`src/core/pca_pkg.sv`:
```
package pca_pkg;
    // -------------------------------------------------------------
    // Local processor request kinds
    // -------------------------------------------------------------
    localparam logic [1:0] LREQ_READ = 2'h0;
    localparam logic [1:0] LREQ_RFO = 2'h1;
    localparam logic [1:0] LREQ_DKILL = 2'h2;
    localparam logic [1:0] LREQ_IKILL = 2'h3;

    // Answers to the local processor
    localparam logic [1:0] LRSP_RETRY = 2'h0;
    localparam logic [1:0] LRSP_SHARED = 2'h1;
    localparam logic [1:0] LRSP_EXCL = 2'h2;

    // -------------------------------------------------------------
    // Packet transaction codes on the interconnect side
    // -------------------------------------------------------------
    localparam logic [3:0] TT_READ_HOME = 4'h0;
    localparam logic [3:0] TT_RTO_HOME = 4'h1;
    localparam logic [3:0] TT_DKILL_HOME = 4'h2;
    localparam logic [3:0] TT_IKILL_HOME = 4'h3;
    localparam logic [3:0] TT_READ_OWNER = 4'h4;
    localparam logic [3:0] TT_RTO_OWNER = 4'h5;
    localparam logic [3:0] TT_DKILL_SHARER = 4'h6;
    localparam logic [3:0] TT_IKILL_SHARER = 4'h7;
    localparam logic [3:0] TT_DONE = 4'h8;
    localparam logic [3:0] TT_DONE_INTV = 4'h9;
    localparam logic [3:0] TT_DATA_ONLY = 4'hA;
    localparam logic [3:0] TT_RETRY = 4'hB;
    localparam logic [3:0] TT_INTV = 4'hC;
    localparam logic [3:0] TT_NOT_OWNER = 4'hD;

    // Local cache snoop commands and answers
    localparam logic [1:0] SNP_READ = 2'h0;
    localparam logic [1:0] SNP_RTO = 2'h1;
    localparam logic [1:0] SNP_IKILL = 2'h2;
    localparam logic [1:0] CST_INVALID = 2'h0;
    localparam logic [1:0] CST_SHARED = 2'h1;
    localparam logic [1:0] CST_MODIFIED = 2'h2;
    localparam logic [1:0] CST_RETRY = 2'h3;

    // Outstanding local transaction tracker state
    typedef enum logic [1:0] {
        TRK_IDLE = 2'b00,
        TRK_WAIT = 2'b01
    } pca_trk_t;

    // External request handler state
    typedef enum logic [2:0] {
        EXT_IDLE = 3'b000,
        EXT_SNOOP = 3'b001,
        EXT_WAIT = 3'b010,
        EXT_SEND = 3'b011,
        EXT_SEND2 = 3'b100
    } pca_ext_t;
endpackage

```
`src/core/pca_snoop_if.sv`:
```
`timescale 1ns/100ps
// Snoop path between the agent and its cache-side sequencer
interface pca_snoop_if;
    logic start;
    logic [1:0] cmd;
    logic busy;
    logic done;
    logic [1:0] state;
    modport agent (output start, output cmd, input busy, input done, input state);
    modport seq (input start, input cmd, output busy, output done, output state);
endinterface

```
`src/core/pca_agent.sv`:
```
`timescale 1ns/100ps
module pca_agent #(
    parameter int ID_W = 8,
    parameter int ADDR_W = 32,
    parameter int DATA_W = 64
) (
    // Clock and reset
    input wire logic MCLK,
    input wire logic RST_N,
    // Identity
    input wire logic [ID_W-1:0] MY_ID,
    input wire logic [ID_W-1:0] MEM_ID,
    // Local processor request and answer
    input wire logic LREQ_VALID,
    input wire logic [1:0] LREQ_KIND,
    input wire logic [ADDR_W-1:0] LREQ_ADDR,
    input wire logic LREQ_COLLIDE,
    output logic LRSP_VALID,
    output logic [1:0] LRSP_CODE,
    output logic [DATA_W-1:0] LRSP_DATA,
    output logic LRSP_DATA_VALID,
    // Incoming packets (responses and external requests)
    input wire logic RX_VALID,
    input wire logic [3:0] RX_TYPE,
    input wire logic [ID_W-1:0] RX_SRCID,
    input wire logic [ID_W-1:0] RX_SECID,
    input wire logic [ADDR_W-1:0] RX_ADDR,
    input wire logic [DATA_W-1:0] RX_DATA,
    input wire logic RX_COLLIDE,
    output logic RX_READY,
    output logic COLL_VALID,
    // Outgoing packets
    output logic TX_VALID,
    output logic [3:0] TX_TYPE,
    output logic [ID_W-1:0] TX_DESTID,
    output logic [ID_W-1:0] TX_SRCID,
    output logic [ID_W-1:0] TX_SECID,
    output logic [ADDR_W-1:0] TX_ADDR,
    output logic TX_HAS_DATA,
    input wire logic TX_READY,
    // Cache hierarchy
    output logic SNP_REQ,
    output logic [1:0] SNP_CMD,
    input wire logic SNP_RSP_VALID,
    input wire logic [1:0] SNP_RSP_STATE,
    input wire logic [DATA_W-1:0] SNP_PUSH_DATA,
    output logic CSET_VALID,
    output logic [1:0] CSET_STATE,
    // Status
    output logic PROTO_ERR,
    output logic TRK_BUSY
);
    // ------------------------------------------------------------
    // Response decode shared by both machines
    // ------------------------------------------------------------
    function automatic logic is_resp(input logic [3:0] t);
        is_resp = (t == pca_pkg::TT_DONE) || (t == pca_pkg::TT_DONE_INTV) ||
                  (t == pca_pkg::TT_DATA_ONLY) || (t == pca_pkg::TT_RETRY) ||
                  (t == pca_pkg::TT_INTV) || (t == pca_pkg::TT_NOT_OWNER);
    endfunction

    pca_snoop_if sn ();
    pca_snoop_seq u_seq (
        .clk(MCLK),
        .rst_n(RST_N),
        .sn(sn),
        .req(SNP_REQ),
        .req_cmd(SNP_CMD),
        .rsp_valid(SNP_RSP_VALID),
        .rsp_state(SNP_RSP_STATE)
    );

    // ------------------------------------------------------------
    // Local transaction tracker state
    // ------------------------------------------------------------
    pca_pkg::pca_trk_t trk, next_trk;
    logic [1:0] kind, next_kind;
    logic [ADDR_W-1:0] taddr, next_taddr;
    logic got_done, next_got_done;
    logic got_data, next_got_data;
    logic lrsp_valid, next_lrsp_valid;
    logic [1:0] lrsp_code, next_lrsp_code;
    logic [DATA_W-1:0] lrsp_data, next_lrsp_data;
    logic lrsp_dv, next_lrsp_dv;
    logic ltx_pend, next_ltx_pend;
    logic [3:0] ltx_type, next_ltx_type;
    logic [ID_W-1:0] ltx_dest, next_ltx_dest;
    logic err, next_err;

    // External handler state
    pca_pkg::pca_ext_t ext, next_ext;
    logic [3:0] etype, next_etype;
    logic [ID_W-1:0] esrc, next_esrc;
    logic [ID_W-1:0] esec, next_esec;
    logic [ADDR_W-1:0] eaddr, next_eaddr;
    logic [DATA_W-1:0] edata, next_edata;
    logic [1:0] ecst, next_ecst;
    logic snp_start;
    logic [1:0] snp_cmd;
    logic ext_tx;
    logic [3:0] etx_type;
    logic [ID_W-1:0] etx_dest;
    logic etx_data;

    logic rx_resp, rx_ereq, ltx_fire, etx_fire;
    assign rx_resp = RX_VALID && is_resp(RX_TYPE);
    assign rx_ereq = RX_VALID && !is_resp(RX_TYPE);
    // External requests wait while the handler is busy; responses always sink
    assign RX_READY = rx_resp || (ext == pca_pkg::EXT_IDLE);
    // The external handler owns the transmit port first; tracker waits
    assign etx_fire = ext_tx && TX_READY;
    assign ltx_fire = ltx_pend && !ext_tx && TX_READY;

    // ------------------------------------------------------------
    // Tracker: internal request and response machines
    // ------------------------------------------------------------
    always_comb begin
        next_trk = trk;
        next_kind = kind;
        next_taddr = taddr;
        next_got_done = got_done;
        next_got_data = got_data;
        next_lrsp_valid = 1'b0;
        next_lrsp_code = lrsp_code;
        next_lrsp_data = lrsp_data;
        next_lrsp_dv = 1'b0;
        next_ltx_pend = ltx_pend && !ltx_fire;
        next_ltx_type = ltx_type;
        next_ltx_dest = ltx_dest;
        next_err = err;
        if (LREQ_VALID) begin
            next_lrsp_valid = 1'b1;
            next_lrsp_code = pca_pkg::LRSP_RETRY;
            if (!LREQ_COLLIDE && trk == pca_pkg::TRK_IDLE) begin
                next_trk = pca_pkg::TRK_WAIT;
                next_kind = LREQ_KIND;
                next_taddr = LREQ_ADDR;
                next_got_done = 1'b0;
                next_got_data = 1'b0;
                next_ltx_pend = 1'b1;
                next_ltx_dest = MEM_ID;
                unique case (LREQ_KIND)
                    pca_pkg::LREQ_READ: next_ltx_type = pca_pkg::TT_READ_HOME;
                    pca_pkg::LREQ_RFO: next_ltx_type = pca_pkg::TT_RTO_HOME;
                    pca_pkg::LREQ_DKILL: next_ltx_type = pca_pkg::TT_DKILL_HOME;
                    pca_pkg::LREQ_IKILL: next_ltx_type = pca_pkg::TT_IKILL_HOME;
                endcase
            end
        end
        if (rx_resp) begin
            if (trk != pca_pkg::TRK_WAIT || RX_TYPE == pca_pkg::TT_INTV || RX_TYPE == pca_pkg::TT_NOT_OWNER) begin
                next_err = 1'b1;
            end else if (RX_TYPE == pca_pkg::TT_RETRY) begin
                next_ltx_pend = 1'b1;
                next_ltx_dest = (kind == pca_pkg::LREQ_RFO) ? MEM_ID : RX_SRCID;
            end else if (RX_TYPE == pca_pkg::TT_DONE) begin
                next_lrsp_valid = 1'b1;
                next_lrsp_code = (kind == pca_pkg::LREQ_READ) ? pca_pkg::LRSP_SHARED : pca_pkg::LRSP_EXCL;
                next_lrsp_dv = (kind == pca_pkg::LREQ_READ) || (kind == pca_pkg::LREQ_RFO);
                next_lrsp_data = RX_DATA;
                next_trk = pca_pkg::TRK_IDLE;
            end else if (kind == pca_pkg::LREQ_DKILL || kind == pca_pkg::LREQ_IKILL) begin
                next_err = 1'b1;
            end else if (RX_TYPE == pca_pkg::TT_DONE_INTV) begin
                next_got_done = 1'b1;
                if (got_data) begin
                    next_trk = pca_pkg::TRK_IDLE;
                end
            end else begin
                next_got_data = 1'b1;
                next_lrsp_valid = 1'b1;
                next_lrsp_code = (kind == pca_pkg::LREQ_READ) ? pca_pkg::LRSP_SHARED : pca_pkg::LRSP_EXCL;
                next_lrsp_dv = 1'b1;
                next_lrsp_data = RX_DATA;
                if (got_done) begin
                    next_trk = pca_pkg::TRK_IDLE;
                end
            end
        end
    end

    always_ff @(posedge MCLK or negedge RST_N) begin
        if (!RST_N) begin
            trk <= pca_pkg::TRK_IDLE;
            kind <= 2'h0;
            taddr <= '0;
            got_done <= 1'b0;
            got_data <= 1'b0;
            lrsp_valid <= 1'b0;
            lrsp_code <= 2'h0;
            lrsp_data <= '0;
            lrsp_dv <= 1'b0;
            ltx_pend <= 1'b0;
            ltx_type <= 4'h0;
            ltx_dest <= '0;
            err <= 1'b0;
        end else begin
            trk <= next_trk;
            kind <= next_kind;
            taddr <= next_taddr;
            got_done <= next_got_done;
            got_data <= next_got_data;
            lrsp_valid <= next_lrsp_valid;
            lrsp_code <= next_lrsp_code;
            lrsp_data <= next_lrsp_data;
            lrsp_dv <= next_lrsp_dv;
            ltx_pend <= next_ltx_pend;
            ltx_type <= next_ltx_type;
            ltx_dest <= next_ltx_dest;
            err <= next_err;
        end
    end

    // ------------------------------------------------------------
    // External request machine
    // ------------------------------------------------------------
    always_comb begin
        next_ext = ext;
        next_etype = etype;
        next_esrc = esrc;
        next_esec = esec;
        next_eaddr = eaddr;
        next_edata = edata;
        next_ecst = ecst;
        snp_start = 1'b0;
        snp_cmd = pca_pkg::SNP_READ;
        ext_tx = 1'b0;
        etx_type = pca_pkg::TT_DONE;
        etx_dest = esrc;
        etx_data = 1'b0;
        CSET_VALID = 1'b0;
        CSET_STATE = pca_pkg::CST_INVALID;
        unique case (ext)
            pca_pkg::EXT_IDLE: begin
                if (rx_ereq && !RX_COLLIDE) begin
                    next_etype = RX_TYPE;
                    next_esrc = RX_SRCID;
                    next_esec = RX_SECID;
                    next_eaddr = RX_ADDR;
                    next_ext = pca_pkg::EXT_SNOOP;
                end
            end
            pca_pkg::EXT_SNOOP: begin
                snp_start = 1'b1;
                snp_cmd = (etype == pca_pkg::TT_READ_OWNER) ? pca_pkg::SNP_READ :
                          (etype == pca_pkg::TT_IKILL_SHARER) ? pca_pkg::SNP_IKILL : pca_pkg::SNP_RTO;
                if (!sn.busy) begin
                    next_ext = pca_pkg::EXT_WAIT;
                end
            end
            pca_pkg::EXT_WAIT: begin
                // Push data stands only beside the answer, a cycle before done
                next_edata = SNP_RSP_VALID ? SNP_PUSH_DATA : edata;
                if (sn.done) begin
                    next_ecst = sn.state;
                    next_ext = pca_pkg::EXT_SEND;
                    // Owner reads keep a shared copy, owner RTOs and sharer kills drop the line
                    CSET_VALID = (sn.state != pca_pkg::CST_INVALID);
                    CSET_STATE = (etype == pca_pkg::TT_READ_OWNER) ? pca_pkg::CST_SHARED : pca_pkg::CST_INVALID;
                end
            end
            pca_pkg::EXT_SEND: begin
                ext_tx = 1'b1;
                if (etype == pca_pkg::TT_DKILL_SHARER || etype == pca_pkg::TT_IKILL_SHARER) begin
                    etx_type = pca_pkg::TT_DONE;
                    if (ecst == pca_pkg::CST_MODIFIED) begin
                        ext_tx = 1'b0;
                    end
                end else if (ecst == pca_pkg::CST_INVALID) begin
                    etx_type = pca_pkg::TT_NOT_OWNER;
                end else if (esrc == esec || ecst != pca_pkg::CST_MODIFIED) begin
                    etx_type = pca_pkg::TT_INTV;
                    etx_data = 1'b1;
                    ext_tx = (ecst == pca_pkg::CST_MODIFIED);
                end else begin
                    etx_type = pca_pkg::TT_DATA_ONLY;
                    etx_dest = esec;
                    etx_data = 1'b1;
                end
                if (!ext_tx || TX_READY) begin
                    next_ext = (ext_tx && etx_type == pca_pkg::TT_DATA_ONLY) ? pca_pkg::EXT_SEND2 : pca_pkg::EXT_IDLE;
                end
            end
            pca_pkg::EXT_SEND2: begin
                ext_tx = 1'b1;
                etx_type = pca_pkg::TT_INTV;
                etx_data = 1'b1;
                if (TX_READY) begin
                    next_ext = pca_pkg::EXT_IDLE;
                end
            end
            default: next_ext = pca_pkg::EXT_IDLE;
        endcase
    end

    // Error on a bad cache answer to an external request
    logic ext_err;
    assign ext_err = (ext == pca_pkg::EXT_SEND) && (ecst == pca_pkg::CST_MODIFIED || ecst == pca_pkg::CST_SHARED) &&
                     (etype == pca_pkg::TT_DKILL_SHARER || etype == pca_pkg::TT_IKILL_SHARER ?
                      ecst == pca_pkg::CST_MODIFIED : ecst == pca_pkg::CST_SHARED);

    always_ff @(posedge MCLK or negedge RST_N) begin
        if (!RST_N) begin
            ext <= pca_pkg::EXT_IDLE;
            etype <= 4'h0;
            esrc <= '0;
            esec <= '0;
            eaddr <= '0;
            edata <= '0;
            ecst <= 2'h0;
        end else begin
            ext <= next_ext;
            etype <= next_etype;
            esrc <= next_esrc;
            esec <= next_esec;
            eaddr <= next_eaddr;
            edata <= next_edata;
            ecst <= next_ecst;
        end
    end

    // ------------------------------------------------------------
    // Outputs
    // ------------------------------------------------------------
    assign sn.start = snp_start;
    assign sn.cmd = snp_cmd;
    assign COLL_VALID = rx_ereq && RX_COLLIDE && (ext == pca_pkg::EXT_IDLE);
    assign TX_VALID = ext_tx || ltx_pend;
    assign TX_TYPE = ext_tx ? etx_type : ltx_type;
    assign TX_DESTID = ext_tx ? etx_dest : ltx_dest;
    assign TX_SRCID = MY_ID;
    assign TX_SECID = MY_ID;
    assign TX_ADDR = ext_tx ? eaddr : taddr;
    assign TX_HAS_DATA = ext_tx && etx_data;
    assign LRSP_VALID = lrsp_valid;
    assign LRSP_CODE = lrsp_code;
    assign LRSP_DATA = lrsp_data;
    assign LRSP_DATA_VALID = lrsp_dv;
    assign PROTO_ERR = err || ext_err;
    assign TRK_BUSY = (trk == pca_pkg::TRK_WAIT);
endmodule

```
`src/core/pca_snoop_seq.sv`:
```
`timescale 1ns/100ps
// Issues a snoop to the caches and repeats it until they answer validly
module pca_snoop_seq (
    // Clock and reset
    input wire logic clk,
    input wire logic rst_n,
    // Agent side
    pca_snoop_if.seq sn,
    // Cache side
    output logic req,
    output logic [1:0] req_cmd,
    input wire logic rsp_valid,
    input wire logic [1:0] rsp_state
);
    logic active, next_active;
    logic [1:0] cmd, next_cmd;
    logic done, next_done;
    logic [1:0] state, next_state;

    // A retry answer keeps the request raised, so the snoop spins
    always_comb begin
        next_active = active;
        next_cmd = cmd;
        next_done = 1'b0;
        next_state = state;
        if (!active && sn.start) begin
            next_active = 1'b1;
            next_cmd = sn.cmd;
        end else if (active && rsp_valid && rsp_state != pca_pkg::CST_RETRY) begin
            next_active = 1'b0;
            next_done = 1'b1;
            next_state = rsp_state;
        end
    end

    always_ff @(posedge clk or negedge rst_n) begin
        if (!rst_n) begin
            active <= 1'b0;
            cmd <= 2'h0;
            done <= 1'b0;
            state <= 2'h0;
        end else begin
            active <= next_active;
            cmd <= next_cmd;
            done <= next_done;
            state <= next_state;
        end
    end

    assign req = active;
    assign req_cmd = cmd;
    assign sn.busy = active;
    assign sn.done = done;
    assign sn.state = state;
endmodule

```
`config.mk`:
```
export PLATFORM = sky130hd
export DESIGN_NAME = pca_agent
export DESIGN_NICKNAME = d
export VERILOG_FILES = /design/src/core/pca_pkg.sv /design/src/core/pca_snoop_if.sv /design/src/core/pca_agent.sv /design/src/core/pca_snoop_seq.sv
export SDC_FILE = /design/constraint.sdc
export NUM_CORES = 1
export LEC_CHECK = 0
export ABC_AREA = 1
export BUFFER_PORTS_ARGS = -buffer_cell sky130_fd_sc_hd__buf_4
export CAP_MARGIN = 25
export CORE_MARGIN = 5
export CORE_UTILIZATION = 35
export DETAILED_ROUTE_END_ITERATION = 16
export PLACE_DENSITY = 0.6
export SKIP_CTS_REPAIR_TIMING = 1
export SLEW_MARGIN = 25
export SYNTH_ARGS = -nofsm -noshare
export SYNTH_HDL_FRONTEND = slang
export SYNTH_HIERARCHICAL = 1
export SYNTH_SLANG_ARGS = --single-unit
```
`constraint.sdc`:
```
create_clock -name MCLK -period 1.7 [get_ports MCLK]
set_input_delay 0 -clock MCLK [delete_from_list [all_inputs] [get_ports MCLK]]
set_output_delay 0 -clock MCLK [all_outputs]
set_load 0.02 [all_outputs]
```
==> results_dict.tcl <==
set metrics [dict create \
    die_x_um 165 \
    cts.sinks 181 \
    clk_pin_slew_ps 70 \
    ys_seq_area_share_pct 54.0 \
    clock_latency_ps 430 \
    grt_max_degree 66 \
    htree_levels 4 \
    synth_ff_type "dfrtp_1" \
    grt_pass1_vias 7335 \
    coreArea_um2 23500 \
    status "finished with violations" \
    skew_ps 10.3 \
    arrival_ps 2200 \
    post-dp-hpwl_um 18500 \
    reg2reg_from "ecst[1]" \
    first_pass_iters 5 \
    synth_area_leaders "dfrtp_1 (54%), nand2_1 (19%), nand3_1 (5.1%), o21ai_0 (5.0%), inv_1 (3.3%)" \
    cp-start-kind "flip-flop" \
    timing.setup.tns_ps -20050 \
    io_buffers 290 \
    die-area_um2 27200 \
    antenna_found_initial 2 \
    syn-cell-area_um2 8390 \
    path_max_fanout 9 \
    fin_crit_ps 2200 \
    synth.net_count 1274 \
    end_kind "output port" \
    routedWlPerCell_um 16.1 \
    setup_viol 51 \
    slew_headroom_pct 64.8 \
    rows 56 \
    finalHoldViolCount 0 \
    violations "setup timing" \
    timing.final.ws_setup_ps -504 \
    synth_top_area_share_pct 54.0 \
    nets 1725 \
    fmax_ghz 0.454 \
    io_pins 380 \
    hp-start "MY_ID[0]" \
    root_buffer "clkbuf_16" \
    wirelength_um 29100 \
    syn_inst 1030 \
    finalCritPeriodShare_pct 130 \
    grt_pass1_wl_um 39100 \
    first_iter_violations 410 \
    synth-seq-cells 181 \
    critPathLaunch "ecst[0]" \
    synthDistinctLibCells 36 \
    peakVddDrop_uv 1040 \
    required_ps 1700 \
    synth_area_leader_cell "dfrtp_1" \
    async_reset_ff_share_pct 100 \
    hold_class "in2out" \
    vias 8372 \
    fp.dieH_um 165 \
    synth-edff-count 0 \
    rsz0062_at_grt "yes" \
    grt.total_usage_pct 18.1 \
    gr-total-overflow 0 \
    num-fill-cells 2069 \
    slew_viol_final 0 \
    pwr_density_cell_nw_per_um2 1680 \
    worst_pin_slew_ps 527 \
    worstSetupPathType "reg2out" \
    start_util_pct 35.7 \
    cellLeakagePower_nw 7.04 \
    via_per_inst 4.61 \
    drc 0 \
    yosys_warnings 6 \
    cts_tree "yes" \
    layout-drive-gt1-share_pct 29.8 \
    power.total_mw 23.1 \
    gp_congestion 0.797 \
    synthToLayoutAreaGrowth_pct 64.2 \
    rrSetupSlack_ps -160 \
    synth.avg_cell_area_um2 8.15 \
    drv_cap 0 \
    clockBufferDepth 2 \
    cts_buffers 17 \
    ant_nets 0 \
]
Yosys cell counts (all sizes together), types with 2 or more instances:
cell type,number
nand2,425
dfrtp,181
o21ai,100
nand3,87
inv,80
buf,58
nor2,31
clkbuf,13
nand4,9
a31oi,8
mux2,8
a21oi,6
nor3,6
ha,4
xnor2,3
a22o,2
or2,2
critical path, stage by stage (launching register included):
cell and delay [ps]:
dfrtp_1 390, inv_2 100, ha_2 190, or2_0 120, nand2_1 60, nand2_2 90
nand2_4 70, nand2_8 140, clkinv_8 100, clkbuf_16 190, o21ai_1 160, buf_4 170
power breakdown:
| group | internal (mW) | switching [mW] |
|---|---|---|
| Sequential | 6.31 | 1.16 |
| Clock | 1.99 | 1.91 |
| Combinational | 5.05 | 6.70 |
| Total | 13.3 | 9.77 |
logic make-up (layout without fill, tap and decap cells):
group                      Yosys count  in the layout  share of synthesized area [%]
AOI/OAI and AO/OA                  119            119                           7.45
xor gates and xnor gates             3              3                          0.313
adders and majority gates            4              4                          0.596
buffers and inverters              152            616                           9.21
DFF                                181            181                           54.0
muxes                                8              8                           1.07
other                                1              3                         0.0447
and+or+nand+nor                    562            562                           27.3
placed cells by master, fill, tap and decap left out, types with 17 or more instances in the layout:
| master | synthesis | routed |
|---|---|---|
| nand3_1 | 86 | 83 |
| o21ai_1 | 16 | 17 |
| inv_1 | 74 | 70 |
| buf_6 | 10 | 21 |
| dfrtp_1 | 181 | 180 |
| nor2_1 | 28 | 23 |
| buf_4 | 25 | 292 |
| o21ai_0 | 84 | 62 |
| dlygate4sd3_1 | 0 | 167 |
| nand2_1 | 420 | 407 |
| clkbuf_16 | 0 | 25 |
sequential cells by signal (all words and copies together) (netlist names), 3 cells and up:
name / flops
LRSP_DATA: 64
eaddr: 32
esec: 8
esrc: 8
etype: 4
ext: 3
ltx_dest: 8
taddr: 32
layout make-up:
cell class | instances | area (um^2) | area share [%]
timing repair buffer | 502 | 4580 | 33.3
multi-input combinational | 697 | 3350 | 24.3
tap | 319 | 399 | 2.90
sequential | 181 | 4530 | 32.9
antenna | 2 | 5.00 | 0.0363
inverter | 81 | 322 | 2.33
clock buffer | 18 | 439 | 3.19
clock inverter | 14 | 138 | 0.999
timing repair inverter | 1 | 11.3 | 0.0817
per-layer routing:
metal / vias up / part of all wire [%] / GRT usage, %
met2: 226 / 51 / 29.8
met1: 3943 / 42 / 23.9
met4: 2 / 1.9 / 5.48
li1: 4157 / - / -
met3: 44 / 4.5 / 4.24
met5: - / 0.045 / 0
worst paths after layout:
path,to,depth (start not counted)
worst min register to register,trk[1],0
max in group asynchronous,taddr[3],3
worst min-delay path,TX_SECID[0],0
worst max register to register,ext[0],13
min in group asynchronous,esrc[0],2
worst max-delay path,TX_ADDR[4],11
through the flow:
step                instance area [um^2]  hold slack, ps  util [%]  instances  setup WS [ps]
floorplan                           8390            -296         -       1030           -116
global placement                   10900           -5.53      46.3       1598          -52.7
detailed placement                 10900           -7.30      46.3       1598           -100
CTS                                11500            -472      48.8       1630           -569
global route                       13800          0.0839      58.5       1814           -616
finish                             13800          0.0152      58.5       1815           -504
Note: power is estimated with default switching activity, not from simulation.
